[src/rcs_pkg.sv]
package rcs_pkg;
    localparam int PC_W = 21;
    localparam logic [PC_W-1:0] RESET_VEC = 21'h000000;
    localparam logic [PC_W-1:0] HI_VEC = 21'h000008;
    localparam logic [PC_W-1:0] LO_VEC = 21'h000018;
    localparam logic [PC_W-1:0] WAKE_STEP = 21'h000002;
    localparam logic [1:0] BOR_CFG_SOFT = 2'h1;
    // register offsets (data is 8 bits, low byte)
    localparam logic [3:0] ADDR_FLAGS = 4'h0;
    localparam logic [3:0] ADDR_EVT = 4'h1;
    localparam logic [3:0] ADDR_MASK = 4'h2;
    localparam logic [3:0] ADDR_PC = 4'h3;
    // flag bit positions of the reset control register, then of the stack register
    localparam int B_BOR = 0;
    localparam int B_POR = 1;
    localparam int B_PD = 2;
    localparam int B_TO = 3;
    localparam int B_RI = 4;
    localparam int B_SOFT_BROWNOUT_EN = 6;
    localparam int B_UNF = 0;
    localparam int B_FUL = 1;
    localparam int N_EVT = 8;
    // power states of the core
    typedef enum logic [1:0] {
        PM_RUN = 2'h0,
        PM_LPRUN = 2'h1,
        PM_IDLE = 2'h3,
        PM_SLEEP = 2'h2
    } rcs_pm_t;
    // winning event, most severe first
    typedef enum logic [3:0] {
        EV_NONE = 4'h0,
        EV_BOR = 4'h1,
        EV_MASTER_CLEAR_IN = 4'h3,
        EV_WDT = 4'h2,
        EV_FUL = 4'h6,
        EV_UNF = 4'h7,
        EV_UNF_ERR = 4'h5,
        EV_RESET = 4'h4,
        EV_INT = 4'hc
    } rcs_ev_t;
endpackage

[src/rcs_evt_if.sv]
`timescale 1ns/1ps
interface rcs_evt_if;
    import rcs_pkg::*;
    logic bor;
    logic master_clear_in;
    logic wdt;
    logic ful;
    logic unf;
    logic rst_instr;
    logic int_wake;
    rcs_ev_t ev;
    modport arb(input bor, master_clear_in, wdt, ful, unf, rst_instr, int_wake, output ev);
    modport core(output bor, master_clear_in, wdt, ful, unf, rst_instr, int_wake, input ev);
endinterface

[src/rcs_arbiter.sv]
`timescale 1ns/1ps
module rcs_arbiter (
    input wire logic i_stack_fault_reset_en,
    rcs_evt_if.arb e
);
    import rcs_pkg::*;
    always_comb begin
        if (e.bor) begin // [RL17]
            e.ev = EV_BOR;
        end else if (e.master_clear_in) begin
            e.ev = EV_MASTER_CLEAR_IN;
        end else if (e.wdt) begin
            e.ev = EV_WDT;
        end else if (e.ful && i_stack_fault_reset_en) begin
            e.ev = EV_FUL;
        end else if (e.unf) begin
            e.ev = i_stack_fault_reset_en ? EV_UNF : EV_UNF_ERR;
        end else if (e.rst_instr) begin
            e.ev = EV_RESET;
        end else if (e.int_wake) begin
            e.ev = EV_INT;
        end else begin
            e.ev = EV_NONE;
        end
    end
endmodule

[src/rcs_reset_cause.sv]
// Strobed register access and the address map are this design's own decisions.
`timescale 1ns/1ps
// Operation
// (RL1) plain registers keep contents on non-power-on resets; unknown only after power-on
// (RL2) watchdog wake-up resumes execution, leaving ordinary state untouched
// (RL3) power-on: pc zero, soft_brownout_en/ri/to/pd one, por/bor/stack flags zero
// (RL4) reset instruction: pc zero, clear ri only
// (RL5) brown-out: pc zero, ri/to/pd set, bor cleared
// (RL6) master clear in low-power run: pc zero, set to only
// (RL7) master clear in idle or sleep: pc zero, set to, clear pd
// (RL8) watchdog in run modes: pc zero, clear to only
// (RL9) master clear at full power: pc zero, flags unchanged
// (RL10) stack full with fault reset enabled: pc zero, set full flag
// (RL11) stack underflow with fault reset enabled: pc zero, set underflow flag
// (RL12) underflow without fault reset: no reset, underflow flag still set
// (RL13) watchdog in idle or sleep: continue pc plus 2, clear to and pd
// (RL14) interrupt wake from low power: clear pd, continue pc plus 2
// (RL15) interrupt wake with a global enable set loads the priority vector
// (RL16) soft brown-out enable: 1 at power-on, kept only if config 01 and set
// (RL17) coinciding sources: most severe one decides the flag update
module rcs_reset_cause (
    input wire logic i_clk,
    input wire logic i_rstn,
    input wire logic i_brownout,
    input wire logic i_master_clear_in,
    input wire logic i_wdt_timeout,
    input wire logic i_stack_full,
    input wire logic i_stack_underflow,
    input wire logic i_reset_instr,
    input wire logic i_int_wake,
    input wire logic i_int_hi,
    input wire logic i_stack_fault_reset_en,
    input wire logic i_high_prio_global_int_en,
    input wire logic i_low_prio_global_int_en,
    input wire logic [1:0] i_brownout_mode_cfg,
    input wire rcs_pkg::rcs_pm_t i_pm_state,
    input wire logic [rcs_pkg::PC_W-1:0] i_pc,
    input wire logic [3:0] i_addr,
    input wire logic [7:0] i_wdata,
    input wire logic i_wr,
    input wire logic i_rd,
    output logic [7:0] o_rdata,
    output logic o_core_reset,
    output logic o_pc_load,
    output logic [rcs_pkg::PC_W-1:0] o_pc,
    output logic o_reset_instr_flag_n,
    output logic o_wdt_timeout_flag_n,
    output logic o_powerdown_flag_n,
    output logic o_brownout_status_n,
    output logic o_stack_full_flag,
    output logic o_stack_underflow_flag,
    output logic o_irq
);
    import rcs_pkg::*;

    typedef struct packed {
        logic soft_brownout_en;
        logic ri;
        logic to;
        logic pd;
        logic por;
        logic bor;
        logic ful;
        logic unf;
        logic [N_EVT-1:0] evt;
        logic [N_EVT-1:0] mask;
        logic core_reset;
        logic pc_load;
        logic [PC_W-1:0] pc;
        logic [7:0] rdata;
        logic irq;
    } rcs_state_t;

    rcs_state_t s_r;
    rcs_state_t s_nxt;
    logic [1:0] master_clear_in_sync_r;
    logic [1:0] bor_sync_r;
    logic [1:0] wdt_sync_r;
    logic [1:0] master_clear_in_hist_r;
    logic [1:0] bor_hist_r;
    logic [1:0] wdt_hist_r;
    rcs_evt_if ev_bus ();

    function automatic logic rise(input logic [1:0] h);
        rise = h[0] & ~h[1];
    endfunction

    // two-flop synchronisers for the pin and analog sources
    always_ff @(posedge i_clk or negedge i_rstn) begin
        if (!i_rstn) begin
            master_clear_in_sync_r <= 2'h0;
            bor_sync_r <= 2'h0;
            wdt_sync_r <= 2'h0;
            master_clear_in_hist_r <= 2'h0;
            bor_hist_r <= 2'h0;
            wdt_hist_r <= 2'h0;
        end else begin
            master_clear_in_sync_r <= {master_clear_in_sync_r[0], i_master_clear_in};
            bor_sync_r <= {bor_sync_r[0], i_brownout};
            wdt_sync_r <= {wdt_sync_r[0], i_wdt_timeout};
            master_clear_in_hist_r <= {master_clear_in_hist_r[0], master_clear_in_sync_r[1]};
            bor_hist_r <= {bor_hist_r[0], bor_sync_r[1]};
            wdt_hist_r <= {wdt_hist_r[0], wdt_sync_r[1]};
        end
    end

    assign ev_bus.bor = rise(bor_hist_r);
    assign ev_bus.master_clear_in = rise(master_clear_in_hist_r);
    assign ev_bus.wdt = rise(wdt_hist_r);
    assign ev_bus.ful = i_stack_full;
    assign ev_bus.unf = i_stack_underflow;
    assign ev_bus.rst_instr = i_reset_instr;
    assign ev_bus.int_wake = i_int_wake;

    rcs_arbiter u_arb (
        .i_stack_fault_reset_en(i_stack_fault_reset_en),
        .e(ev_bus.arb)
    );

    logic low_power;
    logic run_lp;
    logic [N_EVT-1:0] evt_set;
    logic [7:0] flags_rd;
    logic [7:0] stack_rd;
    logic soft_bor_ok;

    always_comb begin
        low_power = (i_pm_state == PM_IDLE) || (i_pm_state == PM_SLEEP);
        run_lp = (i_pm_state == PM_LPRUN);
        soft_bor_ok = (i_brownout_mode_cfg == BOR_CFG_SOFT) && s_r.soft_brownout_en;
        flags_rd = 8'h00;
        flags_rd[B_SOFT_BROWNOUT_EN] = s_r.soft_brownout_en;
        flags_rd[B_RI] = s_r.ri;
        flags_rd[B_TO] = s_r.to;
        flags_rd[B_PD] = s_r.pd;
        flags_rd[B_POR] = s_r.por;
        flags_rd[B_BOR] = s_r.bor;
        stack_rd = 8'h00;
        stack_rd[B_FUL] = s_r.ful;
        stack_rd[B_UNF] = s_r.unf;
        evt_set = '0;
        if (ev_bus.ev != EV_NONE) begin
            evt_set[ev_bus.ev[2:0]] = 1'b1;
        end
        if (ev_bus.ev == EV_INT) begin
            evt_set[N_EVT-1] = 1'b1;
        end
    end

    always_comb begin
        s_nxt = s_r;
        s_nxt.core_reset = 1'b0;
        s_nxt.pc_load = 1'b0;
        s_nxt.rdata = 8'h00;
        // any reset other than power-on keeps soft_brownout_en only when soft mode allows it
        if (ev_bus.ev inside {EV_BOR, EV_MASTER_CLEAR_IN, EV_WDT, EV_FUL, EV_UNF, EV_RESET}) begin
            if (!(ev_bus.ev == EV_WDT && low_power)) begin
                s_nxt.soft_brownout_en = soft_bor_ok; // [RL16]
            end
        end
        unique case (ev_bus.ev)
            EV_BOR: begin
                s_nxt.ri = 1'b1; // [RL5]
                s_nxt.to = 1'b1;
                s_nxt.pd = 1'b1;
                s_nxt.bor = 1'b0;
                s_nxt.core_reset = 1'b1;
                s_nxt.pc_load = 1'b1;
                s_nxt.pc = RESET_VEC;
            end
            EV_MASTER_CLEAR_IN: begin
                if (low_power) begin
                    s_nxt.to = 1'b1; // [RL7]
                    s_nxt.pd = 1'b0;
                end else if (run_lp) begin
                    s_nxt.to = 1'b1; // [RL6]
                end
                s_nxt.core_reset = 1'b1; // [RL9]
                s_nxt.pc_load = 1'b1;
                s_nxt.pc = RESET_VEC;
            end
            EV_WDT: begin
                s_nxt.to = 1'b0;
                s_nxt.pc_load = 1'b1;
                if (low_power) begin
                    s_nxt.pd = 1'b0; // [RL13]
                    s_nxt.pc = PC_W'(i_pc + WAKE_STEP); // [RL2]
                end else begin
                    s_nxt.core_reset = 1'b1; // [RL8]
                    s_nxt.pc = RESET_VEC;
                end
            end
            EV_FUL: begin
                s_nxt.ful = 1'b1; // [RL10]
                s_nxt.core_reset = 1'b1;
                s_nxt.pc_load = 1'b1;
                s_nxt.pc = RESET_VEC;
            end
            EV_UNF: begin
                s_nxt.unf = 1'b1; // [RL11]
                s_nxt.core_reset = 1'b1;
                s_nxt.pc_load = 1'b1;
                s_nxt.pc = RESET_VEC;
            end
            EV_UNF_ERR: begin
                s_nxt.unf = 1'b1; // [RL12]
            end
            EV_RESET: begin
                s_nxt.ri = 1'b0; // [RL4]
                s_nxt.core_reset = 1'b1;
                s_nxt.pc_load = 1'b1;
                s_nxt.pc = RESET_VEC;
            end
            EV_INT: begin
                if (i_pm_state != PM_RUN) begin
                    s_nxt.pd = 1'b0; // [RL14]
                    s_nxt.pc_load = 1'b1;
                    if (i_high_prio_global_int_en || i_low_prio_global_int_en) begin
                        s_nxt.pc = i_int_hi ? HI_VEC : LO_VEC; // [RL15]
                    end else begin
                        s_nxt.pc = PC_W'(i_pc + WAKE_STEP);
                    end
                end
            end
            EV_NONE: begin
            end
            default: begin
            end
        endcase
        // software register writes; hardware events win over clears of every bit but soft_brownout_en
        if (i_wr) begin
            unique case (i_addr)
                ADDR_FLAGS: begin
                    s_nxt.soft_brownout_en = i_wdata[B_SOFT_BROWNOUT_EN];
                    if (ev_bus.ev == EV_NONE) begin
                        s_nxt.ri = i_wdata[B_RI];
                        s_nxt.por = i_wdata[B_POR];
                        s_nxt.bor = i_wdata[B_BOR];
                    end
                end
                ADDR_EVT: s_nxt.evt = s_r.evt & ~i_wdata;
                ADDR_MASK: s_nxt.mask = i_wdata;
                default: begin
                end
            endcase
        end
        s_nxt.evt = s_nxt.evt | evt_set;
        if (i_rd) begin
            unique case (i_addr)
                ADDR_FLAGS: s_nxt.rdata = flags_rd;
                ADDR_EVT: s_nxt.rdata = s_r.evt;
                ADDR_MASK: s_nxt.rdata = s_r.mask;
                ADDR_PC: s_nxt.rdata = stack_rd;
                default: s_nxt.rdata = 8'h00;
            endcase
        end
        s_nxt.irq = |(s_nxt.evt & s_nxt.mask);
    end

    // power-on state; all fields start at zero, then soft_brownout_en/ri/to/pd are set [RL1]
    always_ff @(posedge i_clk or negedge i_rstn) begin
        if (!i_rstn) begin
            s_r <= '0;
            s_r.soft_brownout_en <= 1'b1; // [RL3]
            s_r.ri <= 1'b1;
            s_r.to <= 1'b1;
            s_r.pd <= 1'b1;
            s_r.pc <= RESET_VEC;
        end else begin
            s_r <= s_nxt;
        end
    end

    assign o_rdata = s_r.rdata;
    assign o_core_reset = s_r.core_reset;
    assign o_pc_load = s_r.pc_load;
    assign o_pc = s_r.pc;
    assign o_reset_instr_flag_n = s_r.ri;
    assign o_wdt_timeout_flag_n = s_r.to;
    assign o_powerdown_flag_n = s_r.pd;
    assign o_brownout_status_n = s_r.bor;
    assign o_stack_full_flag = s_r.ful;
    assign o_stack_underflow_flag = s_r.unf;
    assign o_irq = s_r.irq;
endmodule

[config.mk]
export PLATFORM = sky130hd
export DESIGN_NAME = rcs_reset_cause
export DESIGN_NICKNAME = d
export VERILOG_FILES = /design/src/rcs_pkg.sv /design/src/rcs_evt_if.sv /design/src/rcs_arbiter.sv /design/src/rcs_reset_cause.sv
export SDC_FILE = /design/constraint.sdc
export NUM_CORES = 1
export LEC_CHECK = 0
export CAP_MARGIN = 20
export CORE_ASPECT_RATIO = 0.8
export CORE_MARGIN = 8
export CORE_UTILIZATION = 50
export CTS_CLUSTER_SIZE = 10
export DETAILED_ROUTE_END_ITERATION = 6
export DONT_BUFFER_PORTS = 1
export SYNTH_ARGS = -nofsm -noshare
export SYNTH_HDL_FRONTEND = slang
export SYNTH_SLANG_ARGS = --single-unit
[constraint.sdc]
create_clock -name i_clk -period 3.15 [get_ports i_clk]
set_input_delay 0.63 -clock i_clk [delete_from_list [all_inputs] [get_ports i_clk]]
set_output_delay 0.63 -clock i_clk [all_outputs]
set_load 0.03 [all_outputs]
### After elaboration in Yosys (flattened, before gate mapping)

Index checks and enable logic that the tools add are counted.

| storage, ports and cells | value |
|---|---|
| input bits | 52 |
| output and inout port bits | 38 |
| word-level logic and storage cells | 114 |
| register bits after elaboration | 68 |

| operators by class | value |
|---|---|
| add/sub/neg operators | 1 |
| $lt $le $gt $ge | 2 |
| reductions and logical operators | 22 |
| equality and inequality tests | 18 |
| bitwise operators | 10 |
| mux-type cells | 40 |

Operator list:

| operator | number |
|---|---|
| 22-bit case mux with 3 select lines | 1 |
| 21-bit two-way mux | 2 |
| 8-bit two-way mux | 4 |
| 8-bit case mux with 4 select lines | 1 |
| 4-bit two-way mux | 7 |
| 22-bit two-way mux | 1 |
| 21-bit by 2-bit adder with 21-bit output (second input constant) | 1 |
| 8-bit AND | 2 |
| 4-bit by 2-bit == test with 1-bit output (second input constant) | 4 |
| 4-bit by 3-bit == test with 1-bit output (second input constant) | 4 |
| 16-bit two-way mux | 1 |
| 1-bit two-way mux | 14 |
| 3-bit nonzero test | 3 |
| 4-bit by 1-bit == test with 1-bit output (second input constant) | 2 |
| 4-bit logical NOT | 2 |
| 8-bit NOT | 1 |
| 8-bit OR | 1 |
| 8-bit OR reduction | 1 |
| 2-bit two-way mux | 3 |
| 1-bit case mux with 3 select lines | 2 |
| 3-bit AND reduction | 2 |
| 6-bit nonzero test | 1 |
| 5-bit two-way mux | 1 |
| 5-bit OR reduction | 1 |
| other kinds (17) | 31 |

### Depth between registers and ports, before layout

Gate-level depths: netlist of run 1.

| logic depth | value |
|---|---|
| word-level depth | 16 |
| gate-level depth with buffers | 7 |
| gate-level depth less buffers | 6 |

### Cells and area by module

From an unflattened synthesis of run 1, not the netlist that was laid out.

| second synthesis, totals | value |
|---|---|
| cell total of the unflattened synthesis | 309 |
| area total of the unflattened synthesis | 3,400.8 µm² |

By module, submodules not included:

| module | seq. area each (µm²) | times used | area an instance (µm²) | cells each |
|---|---|---|---|---|
| rcs_reset_cause | 1,706.6 | 1 | 3,329.4 | 298 |
| rcs_arbiter | 0.0 | 1 | 71.3 | 11 |

### Least setup slack after synthesis of run 1

No wires, ideal clock.

| timing path | value |
|---|---|
| path type | input port to flip-flop |
| start | input port i_addr[1] |
| end | register s_r (netlist bit o_irq) |
| stages on the path | 5 |
| buffers on the path | 0 |
| data required time | 3.012 ns |
| path slack | 1.249 ns |
| data arrival time | 1.763 ns |
| library setup time | 0.138 ns |
| cell sequence | or4b_4 o21ai_0 nand2_1 a222oi_1 nand4_1 |

RTL lines:

| item | line | source |
|---|---|---|
| start, declared | rcs_reset_cause.sv:38 | `input wire logic [3:0] i_addr,` |
| end signal, assigned | rcs_reset_cause.sv:270 | `s_r <= s_nxt;` |
| end, declared | rcs_reset_cause.sv:74 | `rcs_state_t s_r;` |

==> flow_metrics.env, run 1 <==
export IMPL_status="finished, final reports clean"
export IMPL_setup_tns_ps=0
export IMPL_cp_end_kind="flop"
export IMPL_synth_ff_type="dfrtp_1"
export IMPL_finish_utilization=0.5187
export IMPL_detail_route_antenna_nets=0
export IMPL_cp_arrival_ps=2060
export IMPL_cts_buffers=9
export IMPL_wl_mm=8.206
export IMPL_cts_sinks=68
export IMPL_cts_resized=0
export IMPL_drt_iter0_drc=158
export IMPL_grt_pass1_vias=2257
export IMPL_layout_min_cycle_time_ps=1857
export IMPL_core_um2=6790
export IMPL_nNetsFinal=360
export IMPL_power_density_nw_per_um2=548.5
export IMPL_clock_fmax_mhz=538.5
export IMPL_crit_path_start="i_addr[1]"
export IMPL_drive_gt1_frac=0.1603
export IMPL_crit_required_ps=3360
export IMPL_setup_ws_ps=1293
export IMPL_syn_inst=329
export IMPL_critPathKind="primary input to flop"
export IMPL_ioPinCount=90
export IMPL_htreeDepth=3
export IMPL_reg2reg_from="bor_hist_r[0]"
export IMPL_final_setup_skew_ps=7.416
export IMPL_cts_tree="yes"
export IMPL_async_flop_share=1.000
export IMPL_crit_chain="or4b_4 > o21ai_0 > o41ai_1 > a222oi_1 > nand4_1"
export IMPL_max_stage_delay_ps=530
export IMPL_grt_pass1_wl_mm=13.02
export IMPL_viasPerCell=5.799
export IMPL_slew_headroom=0.5937
export IMPL_crit_family="compound AO/OA/AOI/OAI gates"
export IMPL_drc_errors=0
export IMPL_maxCapViolations=0
export IMPL_syn_to_final_growth_pct=2.326
export IMPL_pre_cts_ws_ps=1006
export IMPL_synth_net_count=382
export IMPL_drtPass1Iterations=5
export IMPL_cp_start_kind="primary input"
export IMPL_cts_path_max_buffers=2
export IMPL_synth_avg_cell_area_um2=10.46
export IMPL_setup_violations=0
export IMPL_crit_slowest_cell="or4b_4"
export IMPL_track_usage=0.1739
export IMPL_layout_common_cells="dfrtp_1, nand2_1, o21ai_0"
export IMPL_cts_root_buf="clkbuf_8"
export IMPL_die_area_um2=9812
export IMPL_gp_congestion=0.8819
export IMPL_synth_edf_count=0
export IMPL_slew_viol_final=0
export IMPL_post_layout_nonfiller_instances=399
export IMPL_start_util=0.5069
export IMPL_die_w_um=108.8
export IMPL_min_path_type="primary input to async pin"
export IMPL_std_cell_rows=27
export IMPL_layout_commonest_cell="dfrtp_1"
export IMPL_synth_distinct_cells=58
export IMPL_grt_setup_unrepaired="no"
export IMPL_place_detailed_hpwl_mm=6.136
export IMPL_clk_latency_ps=340
export IMPL_ys_seq_area_frac=0.4958
export IMPL_gr_total_overflow=0
export IMPL_leakage_uw=0.001475
export IMPL_place_area_um2=3311
export IMPL_cp_buffers_inverters=0
export IMPL_ir_drop_v=0.0002711
export IMPL_ys_ff_latch=68
export IMPL_worstPathMaxFanout=13
export IMPL_grt_max_degree=65
export IMPL_portBuffers=0
export IMPL_antenna_found_initial=0
export IMPL_yosys_warnings=0
export IMPL_max_slew_worst_pin_slew_ps=601.5
export IMPL_finalCritPeriodShare=0.5895
export IMPL_wl_per_cell_um=20.57
export IMPL_place_inst=382
export IMPL_n_antenna_cell=0
export IMPL_path_clk_slew_ps=70
export IMPL_synth_cell_area_um2=3442
export IMPL_vias=2314
export IMPL_die_h_um=90.21
export IMPL_finalHoldViolCount=0
export IMPL_fin_area_um2=3522
synth_stat cells, types with 3 or more instances:
library cell,number,area share
dfrtp_1,64,0.47
nand2_1,34,0.037
buf_4,29,0.063
o21ai_0,25,0.036
nor2_1,20,0.022
nand3_1,15,0.022
inv_1,12,0.013
xnor2_1,12,0.031
a21oi_1,8,0.012
mux2_2,8,0.026
nor3_1,7,0.010
nand4_1,6,0.011
xor2_1,6,0.015
a31oi_1,4,0.0073
and3_1,4,0.0073
dfstp_2,4,0.031
mux2i_1,4,0.012
nand2b_1,4,0.0073
a21o_1,3,0.0065
a22oi_1,3,0.0065
and2b_2,3,0.0076
and4_1,3,0.0076
buf_2,3,0.0044
mux4_2,3,0.020
o21ai_1,3,0.0044
metal layers:
layer | vias to the layer above | share of wire | track usage
li1 | 1095 | - | -
met1 | 1107 | 0.45 | 0.2514
met2 | 101 | 0.43 | 0.2360
met3 | 11 | 0.11 | 0.05706
met4 | 0 | 0.012 | 0.05802
met5 | - | 0 | 0
final cells by class:
cell class	count	area [um^2]
clock inverter	5	52.55
inverter	12	45.04
tap	87	108.9
multi-input combinational	213	1435
clock buffer	11	131.4
sequential	68	1707
timing repair buffer	3	42.54
fill	592	3268
worst paths after layout:
| kind | to | slack [ps] | depth (start not counted) |
|---|---|---|---|
| min in group i_clk | bor_sync_r[0] | 320 | 0 |
| setup / recovery | o_irq | 1290 | 5 |
| hold reg to reg | wdt_sync_r[1] | 350 | 0 |
| setup reg to reg | o_irq | 1300 | 5 |
| hold / removal | flags_rd[6] | 130 | 0 |
| max in group asynchronous | s_r[32] | 2720 | 1 |
what timing repair did:
item	CTS	global route
hold endpoints to repair	64	0
buffers inserted	0	0
hold buffers	1	0
kinds of logic after synthesis:
family | after synthesis | share of synthesized area
flip-flops | 68 | 0.4958
XOR/XNOR | 18 | 0.04580
adder cells (fa/ha/maj) | 1 | 0.003634
AO/OA/AOI/OAI | 71 | 0.1465
multiplexers | 15 | 0.05743
AND/OR/NAND/NOR | 108 | 0.1636
buffers and inverters | 48 | 0.08724
where the power goes:
part	total [uW]	internal (uW)	switching, uW	leakage, uW
clock network	678	362	316	0.0000931
logic	226	104	122	0.000551
registers	1030	942	86.9	0.000831
stage by stage:
step                hold slack [ps]  power (uW)
global route                  104.8        2032
floorplan                     331.2        1211
detailed placement            336.6        1249
CTS                           116.1        1957
finish                        129.5        1932
global placement              336.0        1248
state kept, by name, summed over array words and instances, names as in the netlist:
register and cells:
bor_hist_r 2, bor_sync_r 2, flags_rd 2, master_clear_in_hist_r 2
master_clear_in_sync_r 2, o_brownout_status_n 1, o_core_reset 1, o_irq 1
o_pc 21, o_pc_load 1, o_powerdown_flag_n 1, o_rdata 8
o_reset_instr_flag_n 1, o_stack_full_flag 1, o_stack_underflow_flag 1, o_wdt_timeout_flag_n 1
s_r 16, wdt_hist_r 2, wdt_sync_r 2
Note: power is estimated with default switching activity, not from simulation.
==> run 2: changes to the inputs <==
--- a/config.mk
+++ b/config.mk
@@ -5,6 +5,7 @@
 export SDC_FILE = /design/constraint.sdc
 export NUM_CORES = 1
 export LEC_CHECK = 0
+export ABC_AREA = 1
 export CAP_MARGIN = 20
 export CORE_ASPECT_RATIO = 0.8
 export CORE_MARGIN = 8
==> constraint.sdc (replaced) <==
create_clock -name i_clk -period 1.85 [get_ports i_clk]
set_input_delay 0.37 -clock i_clk [delete_from_list [all_inputs] [get_ports i_clk]]
set_output_delay 0.37 -clock i_clk [all_outputs]
set_load 0.03 [all_outputs]
==> flow_metrics.env, run 2 <==
export IMPL_portBuffers=0
export IMPL_ir_drop_v=0.0004506
export IMPL_n_antenna_cell=0
export IMPL_std_cell_rows=28
export IMPL_gp_congestion=0.8709
export IMPL_power_density_nw_per_um2=935.4
export IMPL_antenna_found_initial=0
export IMPL_cts_path_max_buffers=2
export IMPL_status="complete, but fails checks"
export IMPL_crit_slowest_cell="dfrtp_1"
export IMPL_core_um2=7287
export IMPL_total_power_uw=3565
export IMPL_grt_pass1_wl_mm=13.45
export IMPL_regToRegSetupSlack_ps=180
export IMPL_ys_ff_latch=68
export IMPL_clk_latency_ps=340
export IMPL_place_detailed_hpwl_mm=6.496
export IMPL_pre_cts_ws_ps=177.9
export IMPL_syn_to_final_growth_pct=3.219
export IMPL_worstPathMaxFanout=11
export IMPL_synth_largest_area_cell="dfrtp_1"
export IMPL_die_w_um=112.1
export IMPL_layout_min_cycle_time_ps=1675
export IMPL_yosys_warnings=0
export IMPL_grt_max_degree=69
export IMPL_cts_buffers=9
export IMPL_setup_ws_ps=175.3
export IMPL_async_flop_share=1.000
export IMPL_crit_top_cell="nor2_4"
export IMPL_final_setup_skew_ps=8.662
export IMPL_wl_per_cell_um=16.58
export IMPL_maxCapViolations=0
export IMPL_setup_violations=0
export IMPL_synthTopCellsByCount="nand2_1, dfrtp_1, inv_1, buf_4, nand3_1"
export IMPL_slew_viol_final=0
export IMPL_finalCritPeriodShare=0.9052
export IMPL_synth_top_area_share=0.4338
export IMPL_cp_start_kind="flop"
export IMPL_drt_iter0_drc=151
export IMPL_die_area_um2=10410
export IMPL_syn_inst=439
export IMPL_failed_checks="hold timing"
export IMPL_crit_required_ps=2070
export IMPL_synth_area_leaders="dfrtp_1, nand2_1, buf_4"
export IMPL_detail_route_antenna_nets=0
export IMPL_track_usage=0.1645
export IMPL_grt_setup_unrepaired="no"
export IMPL_layout_common_cells="nand2_1, dfrtp_1, inv_1"
export IMPL_synth_distinct_cells=34
export IMPL_htreeDepth=3
export IMPL_max_slew_worst_pin_slew_ps=391.5
export IMPL_cp_end_kind="flop"
export IMPL_drive_gt1_frac=0.1745
export IMPL_gr_total_overflow=0
export IMPL_synth_cell_area_um2=3692
export IMPL_timing_hold_ws_ps=-277.0
export IMPL_critPathKind="flop to flop"
export IMPL_start_util=0.5067
export IMPL_synthMostInstantiatedCell="nand2_1"
export IMPL_finalHoldViolCount=68
export IMPL_synth_avg_cell_area_um2=8.411
export IMPL_ioPinCount=90
export IMPL_wl_mm=8.524
export IMPL_cp_buffers_inverters=1
export IMPL_synth_ff_type="dfrtp_1"
export IMPL_largest_register_ff_count=21
export IMPL_crit_family="simple AND/OR/NAND/NOR gates"
export IMPL_grt_pass1_vias=2547
export IMPL_synth_edf_count=0
export IMPL_drtPass1Iterations=4
export IMPL_nNetsFinal=472
export IMPL_cts_tree="yes"
export IMPL_cts_root_buf="clkbuf_8"
export IMPL_vias=2688
export IMPL_cp_arrival_ps=1890
export IMPL_path_clk_slew_ps=80
export IMPL_slew_headroom=0.7387
export IMPL_ys_seq_area_frac=0.4622
export IMPL_clock_fmax_mhz=597.1
export IMPL_cts_sinks=68
export IMPL_leakage_uw=0.001835
export IMPL_viasPerCell=5.230
export IMPL_crit_chain="nand2_4 > nand3_2 > nor2_4 > nand2_1 > nor2_2 > nor2_4 > buf_4 > nand4_1 > o21ai_2"
export IMPL_synth_net_count=492
export IMPL_die_h_um=92.86
export IMPL_max_stage_delay_ps=410
export IMPL_drc_errors=0
export IMPL_setup_tns_ps=0
export IMPL_layout_commonest_cell="nand2_1"
export IMPL_min_path_type="primary input to async pin"
export IMPL_nFillCells=696
-- run 2: cell types whose count changed after synthesis, sizes merged, moves of 5 or more --
cell and delta:
o21ai +6, nand3 +18, nand2 +85, xnor2 -6, nand4 +19, xor2 +5
nor3 -5, nor2 +20, inv +35, mux2 -8
-- run 2: where the power goes --
group / internal (uW) / switching, uW / total (uW)
Clock: 795 / 559 / 1350
Sequential: 1610 / 183 / 1800
Combinational: 147 / 267 / 414
Total: 2560 / 1010 / 3560
-- run 2: final timing paths --
check | start | endpoint | cells after the start
worst max register to register | bor_hist_r[0] | o_pc[13] | 9
worst min register to register | bor_sync_r[0] | bor_sync_r[1] | 0
min in group i_clk | i_wdt_timeout | wdt_sync_r[0] | 0
worst min-delay path | i_rstn | o_stack_full_flag | 0
max in group asynchronous | i_rstn | o_wdt_timeout_flag_n | 0
worst max-delay path | bor_hist_r[0] | o_pc[13] | 9
-- run 2: logic make-up after synthesis --
family	share of synthesized area
buffers and inverters	0.1254
AOI/OAI and AO/OA	0.07625
and+or+nand+nor	0.2924
adders and majority gates	0.003388
DFF	0.4622
xor gates and xnor gates	0.04032
-- run 2: per-stage QoR --
stage                     area (um^2)  utilization  instances
after CTS                        3811       0.5230        514
after global routing             3811       0.5230        514
after detailed placement         3586       0.4921        498
after global placement           3586       0.4921        498
after floorplan                  3692            -        439
final                            3811       0.5230        514
-- run 2: layout make-up --
| type | count | area [um^2] | area share |
|---|---|---|---|
| well taps | 90 | 112.6 | 0.02955 |
| clock inverters | 6 | 87.58 | 0.02298 |
| inverters | 47 | 178.9 | 0.04695 |
| flip-flops and latches | 68 | 1707 | 0.4478 |
| clock buffers | 10 | 137.6 | 0.03611 |
| multi-input cells | 286 | 1523 | 0.3995 |
| repair buffers | 7 | 65.06 | 0.01707 |
-- run 2: what timing repair did --
item                                    4_1_cts  5_1_grt
hold endpoints to repair                     68       68
gates resized for setup                       0        0
endpoints found under the setup margin        0        0
buffers inserted                              0        0
-- run 2: routing by layer --
metal / share of wire / wire length (um) / track usage
met4: 0.0038 / 32 / 0.04031
met1: 0.47 / 4019 / 0.2238
met2: 0.43 / 3660 / 0.2340
met3: 0.095 / 810 / 0.07282
met5: 0 / 0 / 0
==> run 3: changes to the inputs <==
--- a/config.mk
+++ b/config.mk
@@ -9,10 +9,12 @@
 export CAP_MARGIN = 20
 export CORE_ASPECT_RATIO = 0.8
 export CORE_MARGIN = 8
-export CORE_UTILIZATION = 50
+export CORE_UTILIZATION = 55
 export CTS_CLUSTER_SIZE = 10
 export DETAILED_ROUTE_END_ITERATION = 6
 export DONT_BUFFER_PORTS = 1
+export HOLD_SLACK_MARGIN = 0.1
+export PLACE_DENSITY = 0.7
 export SYNTH_ARGS = -nofsm -noshare
 export SYNTH_HDL_FRONTEND = slang
 export SYNTH_SLANG_ARGS = --single-unit
==> flow_metrics.env, run 3 (synthesis gave the netlist of run 2 again) <==
export IMPL_status="complete, but fails checks"
export IMPL_failed_checks="hold timing"
export IMPL_p_int_uw=2244
export IMPL_clock_fmax_mhz=604.2
export IMPL_post_layout_nonfiller_instances=511
export IMPL_ioPinCount=90
export IMPL_place_area_um2=3591
export IMPL_nNetsFinal=476
export IMPL_regArea_um2=1707
export IMPL_p_sw_uw=995.5
export IMPL_min_path_type="primary input to async pin"
export IMPL_finalHoldViolCount=68
export IMPL_layout_min_cycle_time_ps=1655
export IMPL_portBuffers=0
export IMPL_clk_latency_ps=340
export IMPL_nFillCells=603
export IMPL_cts_tree="yes"
export IMPL_slew_viol_final=0
export IMPL_detail_route_antenna_nets=0
export IMPL_antenna_found_initial=0
export IMPL_layout_common_cells="nand2_1, dfrtp_1, inv_1"
export IMPL_cp_end_kind="flop"
export IMPL_gp_congestion=0.8776
export IMPL_hold_buffers=4
export IMPL_final_setup_skew_ps=6.071
export IMPL_layout_commonest_cell="nand2_1"
export IMPL_drc_errors=0
export IMPL_leakage_uw=0.001819
export IMPL_cts_path_max_buffers=2
export IMPL_core_um2=6441
export IMPL_cts_resized=0
export IMPL_htreeDepth=3
export IMPL_cp_start_kind="flop"
export IMPL_place_detailed_hpwl_mm=6.601
export IMPL_grt_max_degree=69
export IMPL_cts_root_buf="clkbuf_8"
export IMPL_std_cell_rows=26
export IMPL_viasPerCell=5.505
export IMPL_die_h_um=89.29
export IMPL_start_util=0.5732
export IMPL_wl_mm=8.728
export IMPL_setup_violations=0
export IMPL_critPathKind="flop to flop"
export IMPL_power_density_nw_per_um2=855.0
export IMPL_crit_required_ps=2070
export IMPL_drtPass1Iterations=4
export IMPL_finish_utilization=0.5882
export IMPL_largest_register_ff_count=21
export IMPL_cp_arrival_ps=1880
export IMPL_cts_buffers=9
export IMPL_grt_pass1_vias=2748
export IMPL_gr_total_overflow=0
export IMPL_vias=2813
export IMPL_maxCapViolations=0
export IMPL_ir_drop_v=0.0005990
export IMPL_p_seq_frac=0.557
export IMPL_multi_input_area_um2=1523
export IMPL_slew_headroom=0.7299
export IMPL_max_slew_worst_pin_slew_ps=403.6
export IMPL_setup_tns_ps=0
export IMPL_place_inst=492
export IMPL_drive_gt1_frac=0.1686
export IMPL_syn_to_final_growth_pct=2.609
export IMPL_cts_sinks=68
export IMPL_sw_frac_of_total=0.3073
export IMPL_grt_setup_unrepaired="no"
export IMPL_finalCritPeriodShare=0.8947
export IMPL_n_antenna_cell=0
export IMPL_path_clk_slew_ps=70
export IMPL_die_w_um=107.6
export IMPL_track_usage=0.1875
export IMPL_wl_per_cell_um=17.08
export IMPL_comb_power_share=0.132
export IMPL_cts_setup_buffers=0
export IMPL_power_frac_clock=0.311
export IMPL_worstPathMaxFanout=21
export IMPL_timing_hold_ws_ps=-277.5
export IMPL_grt_pass1_wl_mm=13.94
export IMPL_fin_area_um2=3789
export IMPL_drt_iter0_drc=126
export IMPL_die_area_um2=9608
run 3: final cells by class:
cell class | count | area share
Inverter | 47 | 0.04723
Tap cell | 84 | 0.02774
Timing Repair Buffer | 11 | 0.03104
Sequential cell | 68 | 0.4505
Multi-Input combinational cell | 286 | 0.4019
Clock inverter | 5 | 0.007926
Clock buffer | 10 | 0.03369
run 3: critical path, stage by stage, from the launching register on:
cell and delay [ps]:
dfrtp_1 410, nand2_4 140, nand3_2 130, nor2_4 200, nand2_1 140, nor2_2 170
nor2_4 50, buf_12 150, nand3_1 100, o21ai_1 70
run 3: power groups by stage:
| stage | Clock [uW] | Combinational (uW) | Sequential [uW] |
|---|---|---|---|
| floorplan | 0 | 434 | 1740 |
| global placement | 0 | 411 | 1830 |
| detailed placement | 0 | 417 | 1830 |
| CTS | 1050 | 426 | 1810 |
| global route | 1120 | 482 | 1820 |
| finish | 1010 | 426 | 1800 |
run 3: path summary, 6_finish.rpt:
| path | start | endpoint | slack [ps] | cells past startpoint |
|---|---|---|---|---|
| min reg2reg | bor_sync_r[1] | bor_hist_r[0] | 350 | 0 |
| max | bor_hist_r[0] | o_pc[4] | 190 | 9 |
| max reg2reg | bor_hist_r[0] | o_pc[4] | 190 | 9 |
| min in group i_clk | i_wdata[6] | flags_rd[6] | 120 | 2 |
| max in group asynchronous | i_rstn | o_wdt_timeout_flag_n | 1930 | 0 |
| min | i_rstn | o_pc[0] | -280 | 0 |
run 3: through the flow:
stage | hold slack, ps | setup WS [ps] | total power (uW)
after floorplan | 74.41 | 388.1 | 2172
after global placement | 75.99 | 231.6 | 2241
after detailed placement | 75.81 | 188.3 | 2249
after CTS | -300.4 | 172.0 | 3276
after global routing | -309.4 | 29.26 | 3417
final | -277.5 | 194.8 | 3239
run 3: layer usage:
layer | share of wire | vias up | routed length (um) | global-route usage
li1 | - | 1361 | - | -
met1 | 0.46 | 1334 | 4037 | 0.2540
met2 | 0.44 | 111 | 3804 | 0.2705
met3 | 0.093 | 7 | 814 | 0.07421
met4 | 0.0082 | 0 | 72 | 0.05276
met5 | 0 | - | 0 | 0
